## src/pkg/smw_pkg.sv

```systemverilog
/*
 * Shared constants and types of the static memory access engine that handles
 * float wait cycles, external wait and the fixed slow-clock waveforms.
 * Assumes one master clock domain and one access in flight at a time.
 */
// Notes on behaviour
// - Float optimisation off: float wait cycles follow a read before the next access.
// - Hold of the controlling strobe already covering the float time adds no further float cycles.
// - Wait mode 10 frozen, 11 ready, 00 disabled and wait input ignored.
// - Wait acts on the strobe chosen by the read or write control mode.
// - Wait is sampled only in the pulse phase of the controlling strobe.
// - Frozen mode: asserted synced wait stops all counters and holds all outputs.
// - Frozen mode: on release the access resumes exactly where it stopped.
// - Ready mode: wait checked in last pulse cycle; held until release, then hold.
// - Ready mode: wait released early or raised late leaves access length unchanged.
// - Slow-clock indication replaces programmed timings by fixed waveforms on all selects.
// - Slow read: strobe setup 1 pulse 1, select setup 0 pulse 2, cycle 2.
// - Slow write: strobe setup 1 pulse 1, select setup 0 pulse 3, cycle 3.
// - A transfer running when slow mode ends finishes with the slow parameters.
// - Entering or leaving slow mode costs one reload wait cycle after the transfer.
// - The float count field gives 0 to 15 float wait cycles.
// - Float time starts at read strobe rise in mode 1, chip select rise in mode 0.

package smw_pkg;

    // ------------------------------------------------------------------
    // Widths
    // ------------------------------------------------------------------
    localparam int SETUP_W = 6;
    localparam int PULSE_W = 7;
    localparam int CYCLE_W = 9;
    localparam int FLOAT_W = 4;
    localparam int ADDR_W = 24;
    localparam int DATA_W = 16;
    localparam int CS_NUM = 4;
    localparam int CS_W = 2;

    // ------------------------------------------------------------------
    // External wait mode encodings
    // ------------------------------------------------------------------
    localparam logic [1:0] WAIT_OFF = 2'h0;
    localparam logic [1:0] WAIT_FROZEN = 2'h2;
    localparam logic [1:0] WAIT_READY = 2'h3;

    // ------------------------------------------------------------------
    // Fixed slow-clock waveforms, in master clock cycles
    // ------------------------------------------------------------------
    localparam logic [SETUP_W-1:0] SLOW_STROBE_SETUP = 6'h01;
    localparam logic [PULSE_W-1:0] SLOW_STROBE_PULSE = 7'h01;
    localparam logic [SETUP_W-1:0] SLOW_CS_SETUP = 6'h00;
    localparam logic [PULSE_W-1:0] SLOW_CS_RD_PULSE = 7'h02;
    localparam logic [PULSE_W-1:0] SLOW_CS_WR_PULSE = 7'h03;
    localparam logic [CYCLE_W-1:0] SLOW_RD_CYCLE = 9'h002;
    localparam logic [CYCLE_W-1:0] SLOW_WR_CYCLE = 9'h003;

    // ------------------------------------------------------------------
    // Reset values
    // ------------------------------------------------------------------
    localparam logic [CS_NUM-1:0] CS_IDLE_N = 4'hF;
    localparam logic [CYCLE_W-1:0] CNT_RESET = 9'h000;
    localparam logic WAIT_IDLE_N = 1'b1;

    typedef enum logic [1:0] {
        ST_IDLE,
        ST_RELOAD,
        ST_ACCESS,
        ST_FLOAT
    } smw_state_type;

endpackage

```

## src/rtl/smw_wait_sync.sv

```systemverilog
/*
 * Two-stage synchroniser for the active-low external wait input.
 * Assumes the wait pin is asynchronous to the master clock.
 */
`timescale 1ns/1ps
`default_nettype none

module smw_wait_sync (
    input wire logic clk,
    input wire logic rst_b,
    input wire logic ext_wait_n,
    output logic wait_sync_n
);

    logic stage1_n;

    // Only the second stage is visible, so metastability stays inside.
    always_ff @(posedge clk or negedge rst_b) begin
        if (!rst_b) begin
            stage1_n <= smw_pkg::WAIT_IDLE_N;
            wait_sync_n <= smw_pkg::WAIT_IDLE_N;
        end else begin
            stage1_n <= ext_wait_n;
            wait_sync_n <= stage1_n;
        end
    end

endmodule

`default_nettype wire

```

## src/rtl/smw_static_mem_ctrl.sv

```systemverilog
/*
 * Access engine of the external static memory controller: strobe waveforms,
 * float wait cycles, external wait in frozen and ready modes, and the fixed
 * slow-clock waveforms. Assumes the requester presents the configuration of
 * the selected chip select together with each request.
 */
`timescale 1ns/1ps
`default_nettype none

module smw_static_mem_ctrl (
    input wire logic clk,
    input wire logic rst_b,
    input wire logic req_valid,
    input wire logic req_write,
    input wire logic [smw_pkg::CS_W-1:0] req_cs,
    input wire logic [smw_pkg::ADDR_W-1:0] req_addr,
    input wire logic [smw_pkg::DATA_W-1:0] req_wdata,
    output logic req_ready,
    input wire logic [smw_pkg::SETUP_W-1:0] rd_strobe_setup,
    input wire logic [smw_pkg::PULSE_W-1:0] rd_strobe_pulse,
    input wire logic [smw_pkg::CYCLE_W-1:0] rd_total_cycle,
    input wire logic [smw_pkg::SETUP_W-1:0] cs_rd_setup,
    input wire logic [smw_pkg::PULSE_W-1:0] cs_rd_pulse,
    input wire logic [smw_pkg::SETUP_W-1:0] wr_strobe_setup,
    input wire logic [smw_pkg::PULSE_W-1:0] wr_strobe_pulse,
    input wire logic [smw_pkg::CYCLE_W-1:0] wr_total_cycle,
    input wire logic [smw_pkg::SETUP_W-1:0] cs_wr_setup,
    input wire logic [smw_pkg::PULSE_W-1:0] cs_wr_pulse,
    input wire logic read_ctrl_mode,
    input wire logic write_ctrl_mode,
    input wire logic [1:0] ext_wait_mode_sel,
    input wire logic [smw_pkg::FLOAT_W-1:0] float_cycles,
    input wire logic float_opt_en,
    input wire logic slow_clock_req,
    input wire logic ext_wait_n,
    input wire logic [smw_pkg::DATA_W-1:0] mem_data_in,
    output logic [smw_pkg::DATA_W-1:0] mem_data_out,
    output logic mem_data_oe,
    output logic [smw_pkg::ADDR_W-1:0] mem_addr,
    output logic read_strobe_n,
    output logic write_strobe_n,
    output logic [smw_pkg::CS_NUM-1:0] chip_select_n,
    output logic rsp_valid,
    output logic [smw_pkg::DATA_W-1:0] rsp_rdata,
    output logic access_stalled,
    output logic slow_mode_active,
    output logic reload_wait
);

    // ------------------------------------------------------------------
    // Declarations
    // ------------------------------------------------------------------
    smw_pkg::smw_state_type state;
    smw_pkg::smw_state_type next_state;
    logic [smw_pkg::CYCLE_W-1:0] cnt;
    logic [smw_pkg::FLOAT_W-1:0] float_cnt;
    logic slow_applied;
    logic a_write;
    logic [smw_pkg::CS_W-1:0] a_cs;
    logic [smw_pkg::SETUP_W-1:0] a_st_setup;
    logic [smw_pkg::PULSE_W-1:0] a_st_pulse;
    logic [smw_pkg::SETUP_W-1:0] a_cs_setup;
    logic [smw_pkg::PULSE_W-1:0] a_cs_pulse;
    logic [smw_pkg::CYCLE_W-1:0] a_cycle;
    logic a_ctl_strobe;
    logic [1:0] a_wait_mode;
    logic [smw_pkg::FLOAT_W-1:0] a_float;
    logic a_float_opt;
    logic [smw_pkg::DATA_W-1:0] a_wdata;
    logic wait_sync_n;
    logic wait_on;
    logic [smw_pkg::CYCLE_W-1:0] st_begin;
    logic [smw_pkg::CYCLE_W-1:0] st_end;
    logic [smw_pkg::CYCLE_W-1:0] sel_begin;
    logic [smw_pkg::CYCLE_W-1:0] sel_end;
    logic [smw_pkg::CYCLE_W-1:0] ctl_begin;
    logic [smw_pkg::CYCLE_W-1:0] ctl_end;
    logic [smw_pkg::CYCLE_W-1:0] cycle_eff;
    logic [smw_pkg::CYCLE_W-1:0] hold_len;
    logic [smw_pkg::FLOAT_W-1:0] float_extra;
    logic in_pulse;
    logic last_pulse;
    logic frozen;
    logic suspended;
    logic stall;
    logic access_end;
    logic accept;
    logic mode_change;
    logic st_low;
    logic sel_low;

    // ------------------------------------------------------------------
    // Wait input synchroniser
    // ------------------------------------------------------------------
    smw_wait_sync u_wait_sync (
        .clk(clk),
        .rst_b(rst_b),
        .ext_wait_n(ext_wait_n),
        .wait_sync_n(wait_sync_n)
    );

    assign wait_on = ~wait_sync_n;

    // ------------------------------------------------------------------
    // Request acceptance and slow-mode transitions
    // ------------------------------------------------------------------
    // A change of slow mode is only acted on in idle, so it always follows
    // the end of the transfer that was running when the change came.
    assign mode_change = (state == smw_pkg::ST_IDLE) && (slow_clock_req != slow_applied);
    assign req_ready = (state == smw_pkg::ST_IDLE) && !mode_change;
    assign accept = req_valid && req_ready;
    assign reload_wait = (state == smw_pkg::ST_RELOAD);
    assign slow_mode_active = slow_applied;

    always_ff @(posedge clk or negedge rst_b) begin
        if (!rst_b) begin
            slow_applied <= 1'b0;
        end else if (state == smw_pkg::ST_RELOAD) begin
            slow_applied <= ~slow_applied;
        end
    end

    // ------------------------------------------------------------------
    // Per-access parameter set, latched when the request is taken
    // ------------------------------------------------------------------
    // Latching keeps a running transfer on the set it started with, which
    // is why a slow transfer finishes slow after the clock speeds up.
    always_ff @(posedge clk or negedge rst_b) begin
        if (!rst_b) begin
            a_write <= 1'b0;
            a_cs <= '0;
            a_st_setup <= '0;
            a_st_pulse <= '0;
            a_cs_setup <= '0;
            a_cs_pulse <= '0;
            a_cycle <= '0;
            a_ctl_strobe <= 1'b0;
            a_wait_mode <= smw_pkg::WAIT_OFF;
            a_float <= '0;
            a_float_opt <= 1'b0;
            a_wdata <= '0;
            mem_addr <= '0;
        end else if (accept) begin
            a_write <= req_write;
            a_cs <= req_cs;
            a_wdata <= req_wdata;
            mem_addr <= req_addr;
            a_ctl_strobe <= req_write ? write_ctrl_mode : read_ctrl_mode;
            if (slow_applied) begin
                a_st_setup <= smw_pkg::SLOW_STROBE_SETUP;
                a_st_pulse <= smw_pkg::SLOW_STROBE_PULSE;
                a_cs_setup <= smw_pkg::SLOW_CS_SETUP;
                a_cs_pulse <= req_write ? smw_pkg::SLOW_CS_WR_PULSE : smw_pkg::SLOW_CS_RD_PULSE;
                a_cycle <= req_write ? smw_pkg::SLOW_WR_CYCLE : smw_pkg::SLOW_RD_CYCLE;
                a_wait_mode <= smw_pkg::WAIT_OFF;
                a_float <= '0;
                a_float_opt <= 1'b0;
            end else begin
                a_st_setup <= req_write ? wr_strobe_setup : rd_strobe_setup;
                a_st_pulse <= req_write ? wr_strobe_pulse : rd_strobe_pulse;
                a_cs_setup <= req_write ? cs_wr_setup : cs_rd_setup;
                a_cs_pulse <= req_write ? cs_wr_pulse : cs_rd_pulse;
                a_cycle <= req_write ? wr_total_cycle : rd_total_cycle;
                a_wait_mode <= ext_wait_mode_sel;
                a_float <= float_cycles;
                a_float_opt <= float_opt_en;
            end
        end
    end

    // ------------------------------------------------------------------
    // Phase decode
    // ------------------------------------------------------------------
    assign st_begin = {3'h0, a_st_setup};
    assign st_end = {3'h0, a_st_setup} + {2'h0, a_st_pulse};
    assign sel_begin = {3'h0, a_cs_setup};
    assign sel_end = {3'h0, a_cs_setup} + {2'h0, a_cs_pulse};
    assign ctl_begin = a_ctl_strobe ? st_begin : sel_begin;
    assign ctl_end = a_ctl_strobe ? st_end : sel_end;
    assign cycle_eff = (a_cycle == smw_pkg::CNT_RESET) ? 9'h001 : a_cycle;

    assign in_pulse = (state == smw_pkg::ST_ACCESS) && (cnt >= ctl_begin) && (cnt < ctl_end);
    assign last_pulse = in_pulse && (cnt == ctl_end - 9'h001);

    // A disabled mode never looks at the wait input at all.
    assign frozen = (a_wait_mode == smw_pkg::WAIT_FROZEN) && in_pulse && wait_on;
    // Ready mode only looks in the final pulse cycle, so early releases
    // and late assertions leave the length untouched.
    assign suspended = (a_wait_mode == smw_pkg::WAIT_READY) && last_pulse && wait_on;
    assign stall = frozen || suspended;
    assign access_stalled = stall;

    assign access_end = (state == smw_pkg::ST_ACCESS) && !stall && (cnt + 9'h001 >= cycle_eff);

    // Float time runs from the rise of the controlling strobe; the hold part
    // of the cycle after that rise already counts toward it.
    assign hold_len = (cycle_eff > ctl_end) ? cycle_eff - ctl_end : 9'h000;
    assign float_extra = ({5'h00, a_float} > hold_len) ? a_float - hold_len[3:0] : 4'h0;

    // ------------------------------------------------------------------
    // Sequencer
    // ------------------------------------------------------------------
    always_comb begin
        next_state = state;
        unique case (state)
            smw_pkg::ST_IDLE: begin
                if (mode_change) begin
                    next_state = smw_pkg::ST_RELOAD;
                end else if (accept) begin
                    next_state = smw_pkg::ST_ACCESS;
                end
            end
            smw_pkg::ST_RELOAD: begin
                next_state = smw_pkg::ST_IDLE;
            end
            smw_pkg::ST_ACCESS: begin
                if (access_end) begin
                    if (!a_write && !a_float_opt && (float_extra != 4'h0)) begin
                        next_state = smw_pkg::ST_FLOAT;
                    end else begin
                        next_state = smw_pkg::ST_IDLE;
                    end
                end
            end
            smw_pkg::ST_FLOAT: begin
                if (float_cnt == 4'h1) begin
                    next_state = smw_pkg::ST_IDLE;
                end
            end
        endcase
    end

    always_ff @(posedge clk or negedge rst_b) begin
        if (!rst_b) begin
            state <= smw_pkg::ST_IDLE;
        end else begin
            state <= next_state;
        end
    end

    // Phase counter; a stall holds it so the access resumes in place.
    always_ff @(posedge clk or negedge rst_b) begin
        if (!rst_b) begin
            cnt <= smw_pkg::CNT_RESET;
        end else if (accept) begin
            cnt <= smw_pkg::CNT_RESET;
        end else if (state == smw_pkg::ST_ACCESS && !stall) begin
            cnt <= cnt + 9'h001;
        end
    end

    always_ff @(posedge clk or negedge rst_b) begin
        if (!rst_b) begin
            float_cnt <= '0;
        end else if (access_end) begin
            float_cnt <= float_extra;
        end else if (state == smw_pkg::ST_FLOAT) begin
            float_cnt <= float_cnt - 4'h1;
        end
    end

    // ------------------------------------------------------------------
    // Pin outputs
    // ------------------------------------------------------------------
    // Strobes are registered from the counter, so they trail it by one
    // cycle; holding the counter freezes every pin at its present level.
    assign st_low = (state == smw_pkg::ST_ACCESS) && (cnt >= st_begin) && (cnt < st_end);
    assign sel_low = (state == smw_pkg::ST_ACCESS) && (cnt >= sel_begin) && (cnt < sel_end);

    always_ff @(posedge clk or negedge rst_b) begin
        if (!rst_b) begin
            read_strobe_n <= 1'b1;
            write_strobe_n <= 1'b1;
        end else begin
            read_strobe_n <= !(st_low && !a_write);
            write_strobe_n <= !(st_low && a_write);
        end
    end

    generate
        for (genvar i = 0; i < smw_pkg::CS_NUM; i++) begin : g_cs
            always_ff @(posedge clk or negedge rst_b) begin
                if (!rst_b) begin
                    chip_select_n[i] <= smw_pkg::CS_IDLE_N[i];
                end else begin
                    chip_select_n[i] <= !(sel_low && (a_cs == smw_pkg::CS_W'(i)));
                end
            end
        end
    endgenerate

    always_ff @(posedge clk or negedge rst_b) begin
        if (!rst_b) begin
            mem_data_out <= '0;
            mem_data_oe <= 1'b0;
        end else begin
            mem_data_out <= a_wdata;
            mem_data_oe <= (state == smw_pkg::ST_ACCESS) && a_write;
        end
    end

    // ------------------------------------------------------------------
    // Read response
    // ------------------------------------------------------------------
    // Data is taken in the last cycle of the controlling pulse that is not
    // stalled, just before the strobe rises.
    always_ff @(posedge clk or negedge rst_b) begin
        if (!rst_b) begin
            rsp_rdata <= '0;
        end else if (last_pulse && !stall && !a_write) begin
            rsp_rdata <= mem_data_in;
        end
    end

    always_ff @(posedge clk or negedge rst_b) begin
        if (!rst_b) begin
            rsp_valid <= 1'b0;
        end else begin
            rsp_valid <= access_end;
        end
    end

endmodule

`default_nettype wire

```

## config.mk

```make
export PLATFORM = sky130hd
export DESIGN_NAME = smw_static_mem_ctrl
export DESIGN_NICKNAME = d
export VERILOG_FILES = /design/src/pkg/smw_pkg.sv /design/src/rtl/smw_wait_sync.sv /design/src/rtl/smw_static_mem_ctrl.sv
export SDC_FILE = /design/constraint.sdc
export NUM_CORES = 1
export LEC_CHECK = 0
export BUFFER_PORTS_ARGS = -buffer_cell sky130_fd_sc_hd__buf_2
export CORE_UTILIZATION = 50
export CTS_BUF_LIST = sky130_fd_sc_hd__clkbuf_4 sky130_fd_sc_hd__clkbuf_8
export DETAILED_ROUTE_END_ITERATION = 12
export HOLD_SLACK_MARGIN = 0.1
export PLACE_DENSITY = 0.84
export SYNTH_ARGS = -nofsm -noshare
export SYNTH_HDL_FRONTEND = slang
export SYNTH_SLANG_ARGS = --single-unit
```

## constraint.sdc

```tcl
create_clock -name clk -period 8.5 [get_ports clk]
set_input_delay 0.425 -clock clk [delete_from_list [all_inputs] [get_ports clk]]
set_output_delay 0.425 -clock clk [all_outputs]
set_load 0.01 [all_outputs]
```

**Word level (Yosys, flattened, before mapping)**

Cells that the tools add are included.
W data, S select, Z words.

- $add $sub $neg: 7
- Magnitude comparators: 9
- Eq/ne operators: 14
- Multiplexer cells: 31
- Bitwise operators: 2
- Reductions and logical operators: 45

Operators by type and width:

| kind | count |
|---|---|
| $mux W9 | 6 |
| $mux W6 | 5 |
| $mux W7 | 4 |
| $ge A9 B6 Y1 | 3 |
| $logic_and A1 B1 Y1 | 27 |
| $lt A9 B8 Y1 | 3 |
| $add A6 B7 Y8 | 2 |
| $mux W4 | 4 |
| $eq A2 B2 Y1 const B | 6 |
| $mux W2 | 6 |
| $logic_not A1 Y1 | 10 |
| $add A9 B1 Y9 const B | 1 |
| $eq A9 B9 Y1 | 1 |
| $ge A9 B9 Y1 | 1 |
| $gt A4 B9 Y1 | 1 |
| $gt A9 B8 Y1 | 1 |
| $logic_not A9 Y1 | 1 |
| $sub A8 B1 Y9 const B | 1 |
| $sub A9 B8 Y9 | 1 |
| $mux W8 | 1 |
| $pmux W2 S4 | 1 |
| $eq A2 B1 Y1 const B | 2 |
| $eq A4 B1 Y1 const B | 1 |
| $logic_not A2 Y1 | 2 |
| other kinds (11) | 17 |

- Register bits after elaboration: 144
- Input port bits: 143
- Output and inout port bits: 68
- Word-level logic and storage cells: 137

**Depth between registers and ports, before layout**

Gate-level depths: netlist of run 1.

- Depth after elaboration: 13
- Depth in mapped cells: 25

**Cells and area by module**

A second synthesis of run 1 with hierarchy kept.

- Cells, all modules: 830
- Area, all modules: 8765.9 µm²

By module, submodules not included:

| module | times used | cells each | area an instance (µm²) | seq. area each (µm²) |
|---|---|---|---|---|
| smw_static_mem_ctrl | 1 | 828 | 8713.4 | 3560.9 |
| smw_wait_sync | 1 | 2 | 52.6 | 52.6 |

**Worst setup path before layout of run 1**

OpenSTA, ideal clock, no wires.

- Path type: reg2reg
- Start: register a_cs_setup[0] (netlist name)
- End: register float_cnt[3] (netlist name)
- Setup time: 0.067 ns
- Data arrival time: 5.107 ns
- Data required time: 8.433 ns
- Setup slack: 3.326 ns
- Stages on the path, launching flop included: 26
- Buffers on the path: 0
- Cell sequence: dfrtp_1 ha_1 inv_1 fa_1 nand2b_1 a21oi_1 xor2_1 mux2i_1 ha_1 a21o_1 a31o_2 a21oi_1 o22ai_1 o311a_1 nor2b_1 ha_1 inv_1 a21o_1 a21o_1 a21oi_1 a41o_1 nor3_1 o311ai_0 o32ai_1 a211o_1 o311a_1

- Word-level cells in the longest chain between the ends: 12
- Elaborated cells between the ends (all ways): 26
- Classes of those cells: 4 x add/sub; 4 x order compare; 1 x eq/ne; 5 x mux; 12 x reduce/logical

Ends and longest elaborated chain:

| element | RTL line | text |
|---|---|---|
| start: declaration | smw_static_mem_ctrl.sv:62 | `logic [smw_pkg::SETUP_W-1:0] a_cs_setup;` |
| start signal: assignment | smw_static_mem_ctrl.sv:152 | `a_cs_setup <= smw_pkg::SLOW_CS_SETUP;` |
| start signal: assignment | smw_static_mem_ctrl.sv:161 | `a_cs_setup <= req_write ? cs_wr_setup : cs_rd_setup;` |
| parallel branches: the longest is 12 deep, another holds $sub A9 B8 Y9 | -- |  |
| end signal: assignment | smw_static_mem_ctrl.sv:256 | `float_cnt <= float_extra;` |
| end signal: assignment | smw_static_mem_ctrl.sv:258 | `float_cnt <= float_cnt - 4'h1;` |
| end: declaration | smw_static_mem_ctrl.sv:56 | `logic [smw_pkg::FLOAT_W-1:0] float_cnt;` |

Parallel ways; which one is timed is not known.
A chain may end at the register's enable or synchronous reset.

**Final worst setup path of run 1**

- Start: register a_st_setup[0] (netlist name)
- End: register state[0]

- Word-level cells in the longest chain between the ends: 13
- Elaborated cells between the ends (all ways): 31
- Classes of those cells: 4 x add/sub; 4 x order compare; 2 x eq/ne; 7 x mux; 14 x reduce/logical

Ends and longest elaborated chain:

| element | RTL line | text |
|---|---|---|
| start: declaration | smw_static_mem_ctrl.sv:60 | `logic [smw_pkg::SETUP_W-1:0] a_st_setup;` |
| start signal: assignment | smw_static_mem_ctrl.sv:150 | `a_st_setup <= smw_pkg::SLOW_STROBE_SETUP;` |
| start signal: assignment | smw_static_mem_ctrl.sv:159 | `a_st_setup <= req_write ? wr_strobe_setup : rd_strobe_setup;` |
| parallel branches: the longest is 13 deep, another holds $sub A9 B8 Y9 | -- |  |
| end signal: assignment | smw_static_mem_ctrl.sv:235 | `state <= smw_pkg::ST_IDLE;` |
| end signal: assignment | smw_static_mem_ctrl.sv:237 | `state <= next_state;` |
| end: declaration | smw_static_mem_ctrl.sv:53 | `smw_pkg::smw_state_type state;` |

Parallel ways; which one is timed is not known. The select of a mux whose other input is x is not followed.

==> results.sh, run 1 <==
export IMPL_dr_total_vias=7266
export IMPL_worstReg2RegStart="a_st_setup[0]"
export IMPL_overflow=0
export IMPL_synth_area_per_cell_sq_um=10.4
export IMPL_hold_viol_final=0
export IMPL_cp_max_fo=5
export IMPL_reg2reg_slack_ps=2360
export IMPL_port_buffers=210
export IMPL_rsz0062_at_grt="false"
export IMPL_antenna_found_initial=1
export IMPL_final_util_pct=60.8
export IMPL_cts_root_buf="clkbuf_8"
export IMPL_p_sw_share_pct=46.8
export IMPL_whs_path_depth=2
export IMPL_die_h_um=135
export IMPL_drc=0
export IMPL_track_usage_pct=24.9
export IMPL_cp_required_ps=8900
export IMPL_hold_path_class="input pin to register"
export IMPL_synthTopCellsByArea="dfrtp_1 38%, ha_1 9.7%, mux2_2 5.8%, mux2i_1 4.6%, nand2_1 3.1%"
export IMPL_netlist_area_leader_share_pct=38.4
export IMPL_power_frac_seq_pct=26.4
export IMPL_area_growth_pct=18.6
export IMPL_regToRegEndpoint="state[0]"
export IMPL_pwr_share_comb_pct=62.1
export IMPL_cts_htree_levels=4
export IMPL_crit_path_start_kind="register"
export IMPL_slew_violations=0
export IMPL_maxCapViolations=0
export IMPL_timing_fmax_ghz=0.163
export IMPL_io_pins=211
export IMPL_ys_ff_latch=144
export IMPL_vdd_ir_drop_max_uv=235
export IMPL_grt_pass1_vias=7210
export IMPL_worstPathArrival_ps=6540
export IMPL_num_rows=48
export IMPL_netlist_area_sq_mm=0.00886
export IMPL_cts_buffers=17
export IMPL_cp_end_kind="register"
export IMPL_coreArea_sq_mm=0.0173
export IMPL_first_iter_violations=421
export IMPL_chipWidth_um=135
export IMPL_grt_max_degree=75
export IMPL_final_cell_mix="209 x buf_2, 136 x dfrtp_1, 73 x nand2_1, 69 x ha_1"
export IMPL_worstSetupPathType="register to register"
export IMPL_layoutNonFillerInstCount=1284
export IMPL_clock_skew_ps=14.9
export IMPL_clkSinkCount=144
export IMPL_firstDrtPassIters=5
export IMPL_ys_types=75
export IMPL_synth_edf_count=0
export IMPL_yosys_warnings=0
export IMPL_initial_core_util_pct=51.3
export IMPL_finalCritPeriodShare_pct=72.2
export IMPL_finalPower_mw=4.90
export IMPL_cts_buffer_depth=2
export IMPL_p_sw_mw=2.30
export IMPL_worstHoldStart="mem_data_in[3]"
export IMPL_gp_congestion=0.914
export IMPL_drt_total_wl_mm=21.9
export IMPL_holdWs_ps=163
export IMPL_syn_nets=1068
export IMPL_synth_top_area_cell="dfrtp_1"
export IMPL_dp_final_hpwl_mm=16.5
export IMPL_layout_commonest_cell="buf_2"
export IMPL_p_int_mw=2.61
export IMPL_dp_cells=1250
export IMPL_synth_cells=852
export IMPL_fillers=1384
export IMPL_wire_per_inst_um=17.0
export IMPL_fin_nets=1262
export IMPL_clock_latency_ps=480
export IMPL_leakagePower_nw=5.10
export IMPL_vias_per_cell=5.66
export IMPL_synth_ff_type="dfrtp_1"
export IMPL_cts_tree="built"
export IMPL_ant_nets=0
export IMPL_post_route_min_period_ps=6140
export IMPL_p_per_area_mw_per_mm2=466
export IMPL_path_clk_slew_ps=100
export IMPL_hold_end="rsp_rdata[3]"
export IMPL_setup_tns_ps=0
export IMPL_drive_gt1_share_pct=31.0
export IMPL_tightest_slew_ps=886
export IMPL_cts_resized=0
export IMPL_outcome="complete, no violations"
export IMPL_num_antenna_cells=0
export IMPL_power_frac_clock_pct=11.5
export IMPL_cts_setup_buffers=0
export IMPL_yosysSeqAreaShare_pct=40.8
export IMPL_final_setup_viol_count=0
export IMPL_fp_dieArea_sq_mm=0.0183
export IMPL_ff2ff_path_depth=25
export IMPL_relSlewSlack_pct=40.9
export IMPL_synthArstFlopShare_pct=100
export IMPL_grt_pass1_wl_mm=35.3
[Yosys cell counts, types with 5 or more instances]
library cell	count
nand3_1	18
o32ai_1	5
mux2_1	6
nor2_1	29
nand2b_1	33
nor2b_1	17
or3b_1	5
a21oi_1	21
mux2i_1	41
o21a_1	5
clkbuf_1	32
mux2_4	10
maj3_1	5
or3_1	5
a21o_1	16
nand2_1	74
o21ai_0	37
buf_1	7
dfstp_2	8
mux2_2	46
ha_1	69
nor3_1	9
dfrtp_1	136
xnor2_1	17
nand3b_1	7
inv_1	46
a211oi_1	7
o31ai_1	31
xor2_1	14
nor4_1	5
[worst max path at each step]
stage	startpoint	to	slack (ps)	cells past startpoint
global route	a_st_setup[0]	state[0]	1960	25
finish	a_st_setup[0]	state[0]	2360	25
floorplan	a_cs_setup[0]	float_cnt[3]	3330	25
CTS	a_st_setup[0]	state[0]	2510	25
detailed placement	a_st_setup[0]	state[0]	2540	25
global placement	a_cs_setup[0]	state[0]	2870	25
[flip-flops by register name (all words and copies together) (netlist names), 6 cells and up]
signal	flops
a_cs_setup	6
a_wdata	16
mem_addr	24
a_cycle	9
a_cs_pulse	7
mem_data_out	16
a_st_pulse	7
a_st_setup	6
rsp_rdata	16
cnt	9
[final cells by class]
type	instances	area, sq um	share of cell area, %
clock buffer	17	234	2.23
tap	225	282	2.68
inverter	48	180	1.71
timing repair buffer	218	1120	10.7
sequential	144	3610	34.4
clock inverter	15	184	1.75
multi-input combinational	617	4900	46.6
[routing by layer]
layer  track usage, %  share of wire [%]
met5                0              0.037
met4             9.30                1.9
met3             5.57                6.3
met2             41.6                 50
met1             31.6                 42
[worst max-delay path, cell delays in order, from the launching register on]
cell       delay, ps
dfrtp_1          400
ha_1             190
inv_1             60
fa_1             400
nand2b_1         210
a21oi_1          290
xor2_1           330
mux2i_1          180
ha_1             380
a21o_1           210
a31o_2           240
o2bb2ai_1        160
o22ai_1          120
o311a_1          380
nor2b_1          160
ha_1             180
inv_1             90
a21o_1           120
a21o_1           140
a21oi_1           80
a41o_1           230
nor3_1           250
o311ai_0         210
o32ai_1          690
a21oi_1          200
a2bb2oi_1        180
[repair_timing]
item,CTS,global route
setup endpoints to repair,0,0
endpoints found under the hold margin,74,0
hold buffers,2,0
[through the flow]
step           cell area (sq um)  setup slack [ps]
2_1_floorplan               8860              3330
3_3_place_gp               10100              2870
3_5_place_dp               10100              2540
4_1_cts                    10500              2510
5_1_grt                    10500              1960
6_report                   10500              2360
[power groups by stage]
stage / clock (mW) / sequential, mW / combinational, mW
after detailed placement: 0 / 1.30 / 3.00
after global routing: 0.601 / 1.34 / 3.37
final: 0.563 / 1.29 / 3.05
after CTS: 0.571 / 1.29 / 3.02
after global placement: 0 / 1.28 / 2.90
after floorplan: 0 / 1.28 / 2.19
[logic make-up after synthesis]
| logic type | synth area share (%) |
|---|---|
| DFF | 40.8 |
| adders and majority gates | 11.2 |
| buffers and inverters | 4.08 |
| AOI/OAI and AO/OA | 14.0 |
| and+or+nand+nor | 13.4 |
| xor gates and xnor gates | 3.32 |
| muxes | 13.2 |
Note: power is estimated with default switching activity, not from simulation.
==> run 2, diff against run 1 <==
==> constraint.sdc (replaced) <==
create_clock -name clk -period 6.21 [get_ports clk]
set_input_delay 0.3105 -clock clk [delete_from_list [all_inputs] [get_ports clk]]
set_output_delay 0.3105 -clock clk [all_outputs]
set_load 0.01 [all_outputs]
==> run 2 against run 1 <==
Sequential share of layout area is 2.0 points lower. Count of clock-buffer cells in the layout unchanged. Worst hold slack worse by 42 ps. Clock skew is 2.3 ps higher. Clock power grew 42%. Routed wire length grew 9.9%. Maximum frequency up 5.0%. Critical path depth increased by 1. Die area stayed put. Total power is 42% higher.
==> results.sh, run 2 (synthesis results as in run 1) <==
export IMPL_initial_core_util_pct=51.3
export IMPL_hold_end="mem_addr[3]"
export IMPL_slowest_delay_ps=410
export IMPL_timing_fmax_ghz=0.171
export IMPL_reg2reg_slack_ps=360
export IMPL_wire_per_inst_um=17.8
export IMPL_leakagePower_nw=5.37
export IMPL_fp_dieArea_sq_mm=0.0183
export IMPL_io_pins=211
export IMPL_worstHoldStart="req_addr[3]"
export IMPL_cts_htree_levels=4
export IMPL_post_route_min_period_ps=5850
export IMPL_grt_pass1_vias=7609
export IMPL_hold_path_class="input pin to register"
export IMPL_drive_gt1_share_pct=29.6
export IMPL_stdcell_area_sq_mm=0.0112
export IMPL_finalPower_mw=6.96
export IMPL_cp_end_kind="register"
export IMPL_firstDrtPassIters=9
export IMPL_grt_max_degree=78
export IMPL_gp_congestion=0.928
export IMPL_vdd_ir_drop_max_uv=331
export IMPL_largest_reg_flops=24
export IMPL_fin_nets=1327
export IMPL_p_per_area_mw_per_mm2=623
export IMPL_dp_cells=1253
export IMPL_maxCapViolations=0
export IMPL_clock_latency_ps=470
export IMPL_ff2ff_path_depth=26
export IMPL_path_depth=26
export IMPL_path_clk_slew_ps=90
export IMPL_layoutNonFillerInstCount=1349
export IMPL_die_h_um=135
export IMPL_layout_commonest_cell="buf_2"
export IMPL_chipWidth_um=135
export IMPL_final_cell_mix="209 x buf_2, 136 x dfrtp_1, 73 x nand2_1, 69 x ha_1, 63 x dlygate4sd3_1"
export IMPL_hold_viol_final=0
export IMPL_final_setup_viol_count=0
export IMPL_final_util_pct=64.6
export IMPL_worstPathArrival_ps=6260
export IMPL_ant_nets=0
export IMPL_dp_final_hpwl_mm=16.3
export IMPL_largest_register="mem_addr"
export IMPL_critPathBufInv=3
export IMPL_num_antenna_cells=0
export IMPL_holdWs_ps=121
export IMPL_cts_buffer_depth=2
export IMPL_cp_top_family="compound AO/OA/AOI/OAI gates"
export IMPL_worstSetupPathType="register to register"
export IMPL_cts_tree="built"
export IMPL_crit_path_start_kind="register"
export IMPL_cts_root_buf="clkbuf_8"
export IMPL_first_iter_violations=547
export IMPL_outcome="complete, no violations"
export IMPL_whs_path_depth=2
export IMPL_num_rows=48
export IMPL_track_usage_pct=27.2
export IMPL_clkSinkCount=144
export IMPL_coreArea_sq_mm=0.0173
export IMPL_area_growth_pct=26.0
export IMPL_finalCritPeriodShare_pct=94.2
export IMPL_vias_per_cell=5.64
export IMPL_drt_total_wl_mm=24.1
export IMPL_dr_total_vias=7614
export IMPL_relSlewSlack_pct=42.8
export IMPL_clock_skew_ps=17.3
export IMPL_cp_required_ps=6620
export IMPL_slew_violations=0
export IMPL_antenna_found_initial=1
export IMPL_cp_slowest_cell="fa_1"
export IMPL_cp_max_fo=5
export IMPL_drc=0
export IMPL_grt_pass1_wl_mm=38.5
export IMPL_place_area_sq_mm=0.0101
export IMPL_overflow=0
export IMPL_tightest_slew_ps=857
export IMPL_port_buffers=210
export IMPL_worstReg2RegStart="a_cs_setup[0]"
export IMPL_regToRegEndpoint="float_cnt[3]"
export IMPL_cts_buffers=17
-- run 2: final cells by class --
type                            count  area [sq um]
Fill cell                        1260          6130
Tap cell                          225           282
Clock buffer                       17           234
Sequential cell                   144          3610
Multi-Input combinational cell    617          4900
Timing Repair Buffer              283          1760
Inverter                           48           180
Clock inverter                     15           193
-- run 2: what timing repair did --
| item | in CTS | in global routing |
|---|---|---|
| resized for setup | 0 | 1 |
| endpoints found under the hold margin | 138 | 0 |
| endpoints found under the setup margin | 0 | 6 |
| hold buffers | 63 | 0 |
| buffers inserted | 0 | 1 |
-- run 2: worst max path at each step --
stage                               to           from  slack [ps]
after floorplan           float_cnt[3]  a_cs_setup[0]        1040
after global placement        state[0]  a_st_setup[0]         580
after detailed placement      state[0]  a_cs_setup[0]         330
after CTS                 float_cnt[3]  a_cs_setup[0]         260
after global routing      float_cnt[3]  a_cs_setup[0]         -30
final                     float_cnt[3]  a_cs_setup[0]         360
-- run 2: power breakdown --
| group | switching (mW) | internal [mW] |
|---|---|---|
| sequential | 0.401 | 1.38 |
| clock | 0.454 | 0.345 |
| combinational | 2.40 | 1.97 |
| total | 3.26 | 3.70 |
-- run 2: routing by layer --
metal,share of wire [%],GRT usage [%],vias up
met5,0.054,0,-
met4,2.3,9.93,2
met3,6.8,5.95,47
met2,51,46.8,301
met1,40,33.5,3685
li1,-,-,3579
-- run 2: per-stage QoR --
stage / setup WS, ps / setup TNS, ps
CTS: 261 / 0
detailed placement: 330 / 0
floorplan: 1040 / 0
finish: 362 / 0
global placement: 585 / 0
global route: -30.5 / -53.5
